## src/rtl/tmr_pkg.sv

```systemverilog
package tmr_pkg;

    ////////////////////////////////////////////////////////////////////////
    // register bus
    localparam int unsigned ADDR_W = 4;
    localparam int unsigned DATA_W = 8;

    localparam logic [3:0] OFS_COUNT_LOW      = 4'h0;
    localparam logic [3:0] OFS_COUNT_HIGH     = 4'h1;
    localparam logic [3:0] OFS_COUNTER_CTRL   = 4'h2;
    localparam logic [3:0] OFS_COMPANION_CTRL = 4'h3;
    localparam logic [3:0] OFS_PERIPH_FLAGS   = 4'h4;
    localparam logic [3:0] OFS_PERIPH_ENABLES = 4'h5;
    localparam logic [3:0] OFS_PERIPH_PRIO    = 4'h6;

    ////////////////////////////////////////////////////////////////////////
    // field positions
    localparam int unsigned BIT_OVERFLOW    = 1;  // flags, enables and priority
    localparam int unsigned BIT_AUX_OSC_EN  = 3;  // companion timer control

    localparam logic [7:0] RST_COUNTER_CTRL   = 8'h00;
    localparam logic [7:0] RST_COMPANION_CTRL = 8'h00;
    localparam logic [7:0] RST_PERIPH         = 8'h00;
    localparam logic [7:0] COMPANION_MASK     = 8'hBF;  // bit 6 unimplemented
    localparam logic [7:0] PERIPH_MASK        = 8'h4F;  // bits 7, 5, 4 unimplemented

    localparam logic [15:0] COUNT_MAX  = 16'hFFFF;
    localparam logic [15:0] COUNT_ZERO = 16'h0000;
    localparam logic [15:0] COUNT_ONE  = 16'h0001;

    // compare unit mode that asks for a counter reset
    localparam logic [3:0] MODE_SPECIAL_TRIGGER = 4'b1011;

    // external clock synchroniser depth, used with and without sync bypass
    localparam int unsigned SYNC_STAGES = 2;

    ////////////////////////////////////////////////////////////////////////
    // counter control layout, bit 7 down to bit 0
    typedef struct packed {
        logic       wide_access_enable;
        logic       ccp_select_hi;
        logic [1:0] input_prescale_select;
        logic       ccp_select_lo;
        logic       sync_bypass;
        logic       clock_source_select;
        logic       counter_run;
    } counter_ctrl_t;

    typedef struct packed {
        logic [3:0] addr;
        logic [7:0] wdata;
        logic       wr;
        logic       rd;
    } reg_req_t;

endpackage

```

## src/rtl/pin_sync.sv

```systemverilog
module pin_sync #(
    parameter int unsigned STAGES = 2
) (
    input  wire logic i_core_clk,  // core clock
    input  wire logic i_rst,       // synchronous reset
    input  wire logic i_pin,       // asynchronous level
    output logic      o_level      // level after STAGES flops
);

    logic [STAGES-1:0] stage;

    // only the last stage is visible outside
    always_ff @(posedge i_core_clk) begin
        if (i_rst) begin
            stage <= '0;
        end else begin
            stage <= {stage[STAGES-2:0], i_pin};
        end
    end

    assign o_level = stage[STAGES-1];

endmodule // pin_sync

```

## src/rtl/timer16_core.sv

```systemverilog
// What this block does
// - three modes: timer, synchronous counter, asynchronous counter, by clock select and sync bypass.
// - clock select 0 advances the count every instruction cycle when the prescale code is 00.
// - clock select 1 advances on rising edges of pin or aux oscillator.
// - aux oscillator enabled makes both oscillator pins inputs, direction bits ignored.
// - sixteen-bit count runs 0000h to FFFFh then wraps to 0000h.
// - wrap latches overflow flag; interrupt only while its enable is set.
// - compare mode 1011 trigger pulse resets the count to zero.
// - trigger reset never sets the overflow flag.
// - a count write in the same cycle as a trigger wins.
// - with trigger reset the compare pair acts as period register.
// - aux oscillator runs only while its enable bit is set.
// - count bytes undefined after power-on, kept across other resets.
// - bit 7 picks one sixteen-bit access or two byte accesses.
// - prescale codes 00..11 divide the selected clock by 1, 2, 4, 8.
// - sync bypass bit 2 matters only with the external clock.
// - run bit 0 lets the counter advance; clear stops it.
//
// Local design decisions: the register addresses and the plain strobed port.
module timer16_core (
    input  wire logic        i_core_clk,        // instruction clock, 25 MHz
    input  wire logic        i_rst,             // power-on or brown-out reset
    input  wire logic [3:0]  i_addr,            // register index
    input  wire logic [7:0]  i_wdata,           // write data
    input  wire logic        i_wr,              // write strobe
    input  wire logic        i_rd,              // read strobe
    output logic      [7:0]  o_rdata,           // read data, cycle after strobe
    input  wire logic        i_ext_clk_pin,     // external clock pin, asynchronous
    input  wire logic        i_aux_osc_clk,     // aux oscillator output, asynchronous
    input  wire logic [1:0]  i_port_direction,  // direction bits of the two pins, 1 = in
    output logic      [1:0]  o_osc_pin_oe,      // pin output enables
    output logic             o_aux_osc_run,     // aux oscillator run request
    input  wire logic [3:0]  i_compare_mode,    // compare unit mode select
    input  wire logic        i_trigger,         // compare unit event pulse
    input  wire logic [15:0] i_compare_value,   // compare register pair
    output logic             o_period_match,    // count equals compare pair
    output logic [15:0]      o_count,           // live count
    output logic             o_irq              // overflow interrupt request
);

    ////////////////////////////////////////////////////////////////////////
    // register state
    tmr_pkg::counter_ctrl_t ctrl;
    tmr_pkg::reg_req_t      req;
    logic [7:0]             companion;
    logic [7:0]             enables;
    logic [7:0]             priority_bits;
    logic                   overflow_flag;
    logic [15:0]            count;
    logic [7:0]             high_buffer;
    logic [2:0]             pre_cnt;
    logic                   src_s3;
    logic                   src_s4;
    logic                   src_seen_low;

    assign req = '{addr: i_addr, wdata: i_wdata, wr: i_wr, rd: i_rd};

    wire logic aux_osc_enable = companion[tmr_pkg::BIT_AUX_OSC_EN];
    wire logic overflow_irq_enable = enables[tmr_pkg::BIT_OVERFLOW];

    ////////////////////////////////////////////////////////////////////////
    // address decode
    wire logic hit_low   = (req.addr == tmr_pkg::OFS_COUNT_LOW);
    wire logic hit_high  = (req.addr == tmr_pkg::OFS_COUNT_HIGH);
    wire logic hit_ctrl  = (req.addr == tmr_pkg::OFS_COUNTER_CTRL);
    wire logic hit_comp  = (req.addr == tmr_pkg::OFS_COMPANION_CTRL);
    wire logic hit_flags = (req.addr == tmr_pkg::OFS_PERIPH_FLAGS);
    wire logic hit_en    = (req.addr == tmr_pkg::OFS_PERIPH_ENABLES);
    wire logic hit_prio  = (req.addr == tmr_pkg::OFS_PERIPH_PRIO);

    wire logic wide     = ctrl.wide_access_enable;
    wire logic wr_low   = req.wr && hit_low;
    wire logic wr_high  = req.wr && hit_high;
    // wide mode: high byte parks in the buffer until the low byte lands
    wire logic cnt_wr   = wr_low || (wr_high && !wide);
    wire logic [15:0] cnt_wr_value = wr_low
        ? (wide ? {high_buffer, req.wdata} : {count[15:8], req.wdata})
        : {req.wdata, count[7:0]};

    ////////////////////////////////////////////////////////////////////////
    // pins and oscillator
    assign o_aux_osc_run = aux_osc_enable;
    // direction bit 0 means the port drives the pin
    assign o_osc_pin_oe = aux_osc_enable ? 2'b00 : ~i_port_direction;

    // source chosen before the flops so one path serves both
    wire logic ext_src_raw = aux_osc_enable ? i_aux_osc_clk : i_ext_clk_pin;
    logic src_s2;

    pin_sync #(
        .STAGES (tmr_pkg::SYNC_STAGES)
    ) u_src_sync (
        .i_core_clk (i_core_clk),
        .i_rst      (i_rst),
        .i_pin      (ext_src_raw),
        .o_level    (src_s2)
    );

    // extra stage aligns the edge to the core clock in synchronous mode
    always_ff @(posedge i_core_clk) begin
        if (i_rst) begin
            src_s3 <= 1'b0;
            src_s4 <= 1'b0;
        end else begin
            src_s3 <= src_s2;
            src_s4 <= src_s3;
        end
    end

    // the pins are always sampled twice; bypass only drops the alignment stage
    wire logic edge_async = src_s2 && !src_s3;
    wire logic edge_sync  = src_s3 && !src_s4;
    wire logic ext_edge_any = ctrl.sync_bypass ? edge_async : edge_sync;

    // first counted edge must follow a low level after selecting the pin
    always_ff @(posedge i_core_clk) begin
        if (i_rst) begin
            src_seen_low <= 1'b0;
        end else if (!ctrl.clock_source_select || !ctrl.counter_run) begin
            src_seen_low <= 1'b0;
        end else if (!src_s3) begin
            src_seen_low <= 1'b1;
        end
    end

    wire logic ext_edge = ext_edge_any && src_seen_low;
    // internal source ticks every instruction cycle
    wire logic src_tick = ctrl.clock_source_select ? ext_edge : 1'b1;

    ////////////////////////////////////////////////////////////////////////
    // prescaler
    logic [2:0] pre_mask;
    always_comb begin
        unique case (ctrl.input_prescale_select)
            2'b00: pre_mask = 3'h0;
            2'b01: pre_mask = 3'h1;
            2'b10: pre_mask = 3'h3;
            2'b11: pre_mask = 3'h7;
        endcase
    end

    wire logic pre_done = ((pre_cnt & pre_mask) == pre_mask);
    wire logic inc = ctrl.counter_run && src_tick && pre_done;

    // cleared on every control write so a new ratio starts clean
    always_ff @(posedge i_core_clk) begin
        if (i_rst || (req.wr && hit_ctrl)) begin
            pre_cnt <= 3'h0;
        end else if (ctrl.counter_run && src_tick) begin
            pre_cnt <= pre_done ? 3'h0 : pre_cnt + 3'h1;
        end
    end

    ////////////////////////////////////////////////////////////////////////
    // counter
    wire logic trig_take = i_trigger && (i_compare_mode == tmr_pkg::MODE_SPECIAL_TRIGGER);
    wire logic wrap = inc && !cnt_wr && !trig_take && (count == tmr_pkg::COUNT_MAX);
    // the compare unit fires on this match; its trigger closes the period
    assign o_period_match = (count == i_compare_value);

    logic [15:0] next_count;
    always_comb begin
        if (cnt_wr) begin
            next_count = cnt_wr_value;
        end else if (trig_take) begin
            next_count = tmr_pkg::COUNT_ZERO;
        end else if (inc) begin
            next_count = count + tmr_pkg::COUNT_ONE;
        end else begin
            next_count = count;
        end
    end

    // no reset: the count survives everything but power loss
    always_ff @(posedge i_core_clk) begin
        count <= next_count;
    end

    assign o_count = count;

    ////////////////////////////////////////////////////////////////////////
    // wide access buffer: loads on low-byte read or high-byte write
    always_ff @(posedge i_core_clk) begin
        if (i_rst) begin
            high_buffer <= 8'h00;
        end else if (wide && req.rd && hit_low) begin
            high_buffer <= count[15:8];
        end else if (wide && wr_high) begin
            high_buffer <= req.wdata;
        end
    end

    ////////////////////////////////////////////////////////////////////////
    // control registers
    always_ff @(posedge i_core_clk) begin
        if (i_rst) begin
            ctrl          <= tmr_pkg::RST_COUNTER_CTRL;
            companion     <= tmr_pkg::RST_COMPANION_CTRL;
            enables       <= tmr_pkg::RST_PERIPH;
            priority_bits <= tmr_pkg::RST_PERIPH;
        end else if (req.wr) begin
            if (hit_ctrl) begin
                ctrl <= req.wdata;
            end
            if (hit_comp) begin
                companion <= req.wdata & tmr_pkg::COMPANION_MASK;
            end
            if (hit_en) begin
                enables <= req.wdata & tmr_pkg::PERIPH_MASK;
            end
            if (hit_prio) begin
                priority_bits <= req.wdata & tmr_pkg::PERIPH_MASK;
            end
        end
    end

    // set wins over a software clear in the same cycle
    wire logic flag_clr = req.wr && hit_flags && !req.wdata[tmr_pkg::BIT_OVERFLOW];
    wire logic flag_set_sw = req.wr && hit_flags && req.wdata[tmr_pkg::BIT_OVERFLOW];

    always_ff @(posedge i_core_clk) begin
        if (i_rst) begin
            overflow_flag <= 1'b0;
        end else if (wrap || flag_set_sw) begin
            overflow_flag <= 1'b1;
        end else if (flag_clr) begin
            overflow_flag <= 1'b0;
        end
    end

    assign o_irq = overflow_flag && overflow_irq_enable;

    ////////////////////////////////////////////////////////////////////////
    // read path
    logic [7:0] rd_mux;
    always_comb begin
        rd_mux = 8'h00;
        if (hit_low) begin
            rd_mux = count[7:0];
        end else if (hit_high) begin
            rd_mux = wide ? high_buffer : count[15:8];
        end else if (hit_ctrl) begin
            rd_mux = ctrl;
        end else if (hit_comp) begin
            rd_mux = companion;
        end else if (hit_flags) begin
            rd_mux = {6'h00, overflow_flag, 1'b0};
        end else if (hit_en) begin
            rd_mux = enables;
        end else if (hit_prio) begin
            rd_mux = priority_bits;
        end
    end

    always_ff @(posedge i_core_clk) begin
        if (i_rst || !req.rd) begin
            o_rdata <= 8'h00;
        end else begin
            o_rdata <= rd_mux;
        end
    end

    ////////////////////////////////////////////////////////////////////////
    // checks
    AST_WRITE_WINS: assert property (
        @(posedge i_core_clk) disable iff (i_rst)
        (wr_low && !wide && trig_take) |=> (count[7:0] == $past(i_wdata))
    ) else $error("trigger overrode a count write");

    AST_TRIG_RESET: assert property (
        @(posedge i_core_clk) disable iff (i_rst)
        (trig_take && !cnt_wr) |=> (count == 16'h0000)
    ) else $error("trigger did not clear the count");

    AST_TRIG_NO_FLAG: assert property (
        @(posedge i_core_clk) disable iff (i_rst)
        (trig_take && !overflow_flag && !(req.wr && hit_flags)) |=> !overflow_flag
    ) else $error("trigger set the overflow flag");

    AST_WRAP_FLAG: assert property (
        @(posedge i_core_clk) disable iff (i_rst)
        (inc && !cnt_wr && !trig_take && count == 16'hFFFF)
            |=> (count == 16'h0000) && overflow_flag
    ) else $error("wrap missed count or flag");

    AST_STOPPED: assert property (
        @(posedge i_core_clk) disable iff (i_rst)
        (!ctrl.counter_run && !cnt_wr && !trig_take) |=> $stable(count)
    ) else $error("count moved while stopped");

    AST_INTERNAL_EVERY_CYCLE: assert property (
        @(posedge i_core_clk) disable iff (i_rst)
        (ctrl.counter_run && !ctrl.clock_source_select
            && ctrl.input_prescale_select == 2'b00 && !cnt_wr && !trig_take)
            |=> (count == $past(count) + 16'h0001)
    ) else $error("internal clock did not advance every cycle");

    AST_DIV8_SPACING: assert property (
        @(posedge i_core_clk) disable iff (i_rst)
        (inc && ctrl.input_prescale_select == 2'b11 && !(req.wr && hit_ctrl))
            |=> !inc [*7]
    ) else $error("divide by eight advanced too early");

    AST_IRQ_FOLLOWS: assert property (
        @(posedge i_core_clk) disable iff (i_rst)
        (wrap && overflow_irq_enable && !(req.wr && hit_en)) |=> o_irq
    ) else $error("enabled overflow gave no interrupt");

    AST_PINS_INPUT: assert property (
        @(posedge i_core_clk) disable iff (i_rst)
        aux_osc_enable |-> (o_osc_pin_oe == 2'b00) && o_aux_osc_run
    ) else $error("oscillator pins driven while enabled");

    AST_RDATA_ONE_CYCLE: assert property (
        @(posedge i_core_clk) disable iff (i_rst)
        !i_rd |=> (o_rdata == 8'h00)
    ) else $error("read data outside the answer cycle");

endmodule // timer16_core

```

## config.mk

```make
export PLATFORM = sky130hd
export DESIGN_NAME = timer16_core
export DESIGN_NICKNAME = d
export VERILOG_FILES = /design/src/rtl/tmr_pkg.sv /design/src/rtl/pin_sync.sv /design/src/rtl/timer16_core.sv
export SDC_FILE = /design/constraint.sdc
export NUM_CORES = 1
export LEC_CHECK = 0
export ABC_AREA = 0
export BUFFER_PORTS_ARGS = -buffer_cell sky130_fd_sc_hd__buf_4
export CELL_PAD_IN_SITES_DETAIL_PLACEMENT = 1
export CELL_PAD_IN_SITES_GLOBAL_PLACEMENT = 1
export CORE_ASPECT_RATIO = 1.25
export CORE_MARGIN = 4
export CORE_UTILIZATION = 41
export CTS_BUF_LIST = sky130_fd_sc_hd__clkbuf_8 sky130_fd_sc_hd__clkbuf_16
export CTS_CLUSTER_SIZE = 28
export DETAILED_ROUTE_END_ITERATION = 6
export HOLD_SLACK_MARGIN = 0.06
export PLACE_DENSITY_LB_ADDON = 0.08
export SYNTH_ARGS = -nofsm -noshare
export SYNTH_HDL_FRONTEND = slang
export SYNTH_HIERARCHICAL = 1
export SYNTH_SLANG_ARGS = --single-unit
```

## constraint.sdc

```tcl
create_clock -name i_core_clk -period 3.55 [get_ports i_core_clk]
set_clock_uncertainty 0.1 [all_clocks]
set_input_delay 0.8875 -clock i_core_clk [delete_from_list [all_inputs] [get_ports i_core_clk]]
set_output_delay 0.8875 -clock i_core_clk [all_outputs]
set_load 0.01 [all_outputs]
```

==> results_dict.tcl <==
set metrics [dict create \
    status "finished, final reports clean" \
    rsz0062_at_grt "false" \
    track_usage_pct 22.7 \
    antennaDiodeCount 0 \
    yosysWarnings 6 \
    post-cts-setup-buffers 0 \
    routed_wl_mm 11.1 \
    path_class "input pin to output pin" \
    min_period_ps 2730 \
    p_leak_nw 1.68 \
    nets 490 \
    cp_max_fo 1 \
    port-buffer-count 69 \
    dr.pass1.iters 4 \
    crit_slowest_cell "nor4_1" \
    postSynth.asyncResetShare_pct 0 \
    grt-ovfl-total 0 \
    regArea_sq_um 1480 \
    maxCapViolCount 0 \
    grt_first_pass_wirelength_mm 17.9 \
    antenna_found_initial 0 \
    max_freq_mhz 366 \
    slew_headroom_pct 56.4 \
    nFillCells 949 \
    power_density_nw_per_um2 369 \
    synthToLayoutAreaGrowth_pct 21.0 \
    die_h_um 112 \
    yosysSeqAreaShare_pct 42.1 \
    synth_edf_count 16 \
    drive_gt1_share_pct 19.9 \
    ctsResizeCount 0 \
    crit_path_start_kind "input pin" \
    synth_fp_nets 432 \
    synth_top_cell_by_area "dfxtp_1" \
    cts_root_buffer "clkbuf_8" \
    insertion_delay_ps 340 \
    ys_top_cells_by_area "dfxtp_1 (28%), mux2i_1 (14%), edfxtp_1 (14%), nor2_1 (6.4%), xnor2_1 (5.2%)" \
    hpwl_mm 8.20 \
    clockBufferDepth 2 \
    vias 3081 \
    utilization_pct 51.4 \
    slowest_delay_ps 260 \
    ys_types 46 \
    post-route-period-util_pct 77.0 \
    cpMostUsedCell "buf_4" \
    clk_pin_slew_worst_paths_ps 70 \
    synthCells 389 \
    yosysTopAreaCellShare_pct 28.4 \
    synthesis.area_sq_um 3520 \
    finalSetupViolCount 0 \
    avgSynthCellArea_sq_um 9.05 \
    crit_path_end_kind "output pin" \
    drt-vias-per-instance 5.61 \
    clkSinkCount 66 \
    grt_max_degree 43 \
    crit_chain "buf_4 -> xnor2_1 -> nand4_1 -> nor4_1 -> buf_4" \
    die_x_um 90.9 \
    ios 70 \
    yosysMostFrequentCell "nor2_1" \
    cts_buffers 9 \
    hold_viol 0 \
    synth_seq_cells 66 \
    globalplace.congestion 0.814 \
    min_path_type "flip-flop to flip-flop" \
    core.rowCount 37 \
    crit_required_ps 2560 \
    dieArea_sq_um 10100 \
    grt_pass1_vias 3354 \
    multi_input_comb_area_sq_um 1910 \
    timing.setup.tns_ps 0 \
    htreeDepth 3 \
    yosys-top-cells-count "nor2_1 (60), dfxtp_1 (50), mux2i_1 (48), nand2_1 (24), xnor2_1 (21)" \
    wl_per_cell_um 20.3 \
    worstMarginPinSlew_ps 651 \
    drv_slew 0 \
    core-area_sq_um 8290 \
    initial_utilization_pct 42.5 \
    synthFlopType "dfxtp_1" \
    arrival_ps 1750 \
    postCtsHoldBufs 0 \
    peakVddDrop_v 0.000240 \
    drtIter0Drc 126 \
    drcViolationCount 0 \
    cts_tree "done" \
    ant_nets 0 \
]
## path summary, 6_finish.rpt
path                                          start                   to  slack [ps]  depth (start not counted)
worst max-delay path             i_compare_value[9]       o_period_match         820                          5
worst min-delay path            u_src_sync/stage[0]  u_src_sync/stage[1]         350                          1
worst min register to register  u_src_sync/stage[0]  u_src_sync/stage[1]         350                          1
worst max register to register           o_count[0]        overflow_flag        1100                          6
## placed cells by master (no fill, tap or decap), types with 3 or more instances in the layout
cell type  count
o22ai_1        6
clkbuf_8       9
o21ai_1        4
nand2_1       24
dfxtp_1       50
and3_1         3
a221oi_1       4
nor3_1         5
xnor2_1       21
buf_4         73
o221ai_1       3
nand2b_1       3
o21ai_0       16
nor2_1        60
a21oi_1       14
nand4_1        7
inv_1          8
nand3_1        8
a22oi_1        9
mux2i_1       48
a211oi_1      11
xor2_1         9
nor2b_1       11
and3b_1        3
edfxtp_1      16
## per-layer routing
metal / part of all wire, % / global-route usage [%] / routed length (um)
met5: 0 / 0 / 0
met4: 1.9 / 8.05 / 216
met3: 3.6 / 3.92 / 396
met2: 54 / 43.2 / 6010
met1: 40 / 25.1 / 4490
## final cells by class
type                            instances  area share, %
Tap cell                               97           2.85
Multi-Input combinational cell        291           44.8
Sequential cell                        66           34.8
Inverter                                6          0.529
Clock inverter                          6          0.734
Clock buffer                           10           3.49
Timing Repair Buffer                   73           12.9
## kinds of logic (layout without fill, tap and decap cells)
logic type | count (synthesis) | after routing | synth area share (%)
adders and majority gates | 2 | 2 | 0.711
and+or+nand+nor | 138 | 138 | 19.0
muxes | 49 | 49 | 14.0
xor gates and xnor gates | 30 | 30 | 7.47
AOI/OAI and AO/OA | 72 | 72 | 13.0
DFF | 66 | 66 | 42.1
buffers and inverters | 32 | 95 | 3.73
## critical path, delay by kind of cell
family                    cells  cell delay [ps]
and+or+nand+nor               2              380
buffers and inverters         2              270
xor gates and xnor gates      1              200
## power by group
group	internal, mW	total (mW)	switching [mW]	leakage [nW]
logic	0.0860	0.186	0.0999	1.03
registers	0.786	0.807	0.0209	0.551
clock network	0.289	0.578	0.290	0.100
total	1.16	1.57	0.411	1.68
## sequential cells by signal, summed over array words and instances, names as in the netlist, 2 cells and up
name,cells
companion,7
o_rdata,8
o_count,16
pre_cnt,3
ctrl,7
u_src_sync/stage,2
priority_bits,5
high_buffer,8
enables,5
## through the flow
step           hold WS [ps]  setup slack, ps  total power, mW  cells  cell area (sq um)
2_1_floorplan           314              800            0.915    389               3520
3_3_place_gp            336              655             1.00    533               4080
3_5_place_dp            326              581             1.01    533               4080
4_1_cts                 350              779             1.59    549               4260
5_1_grt                 363              687             1.64    549               4260
6_report                345              816             1.57    549               4260
(Power assumes the default switching activity.)
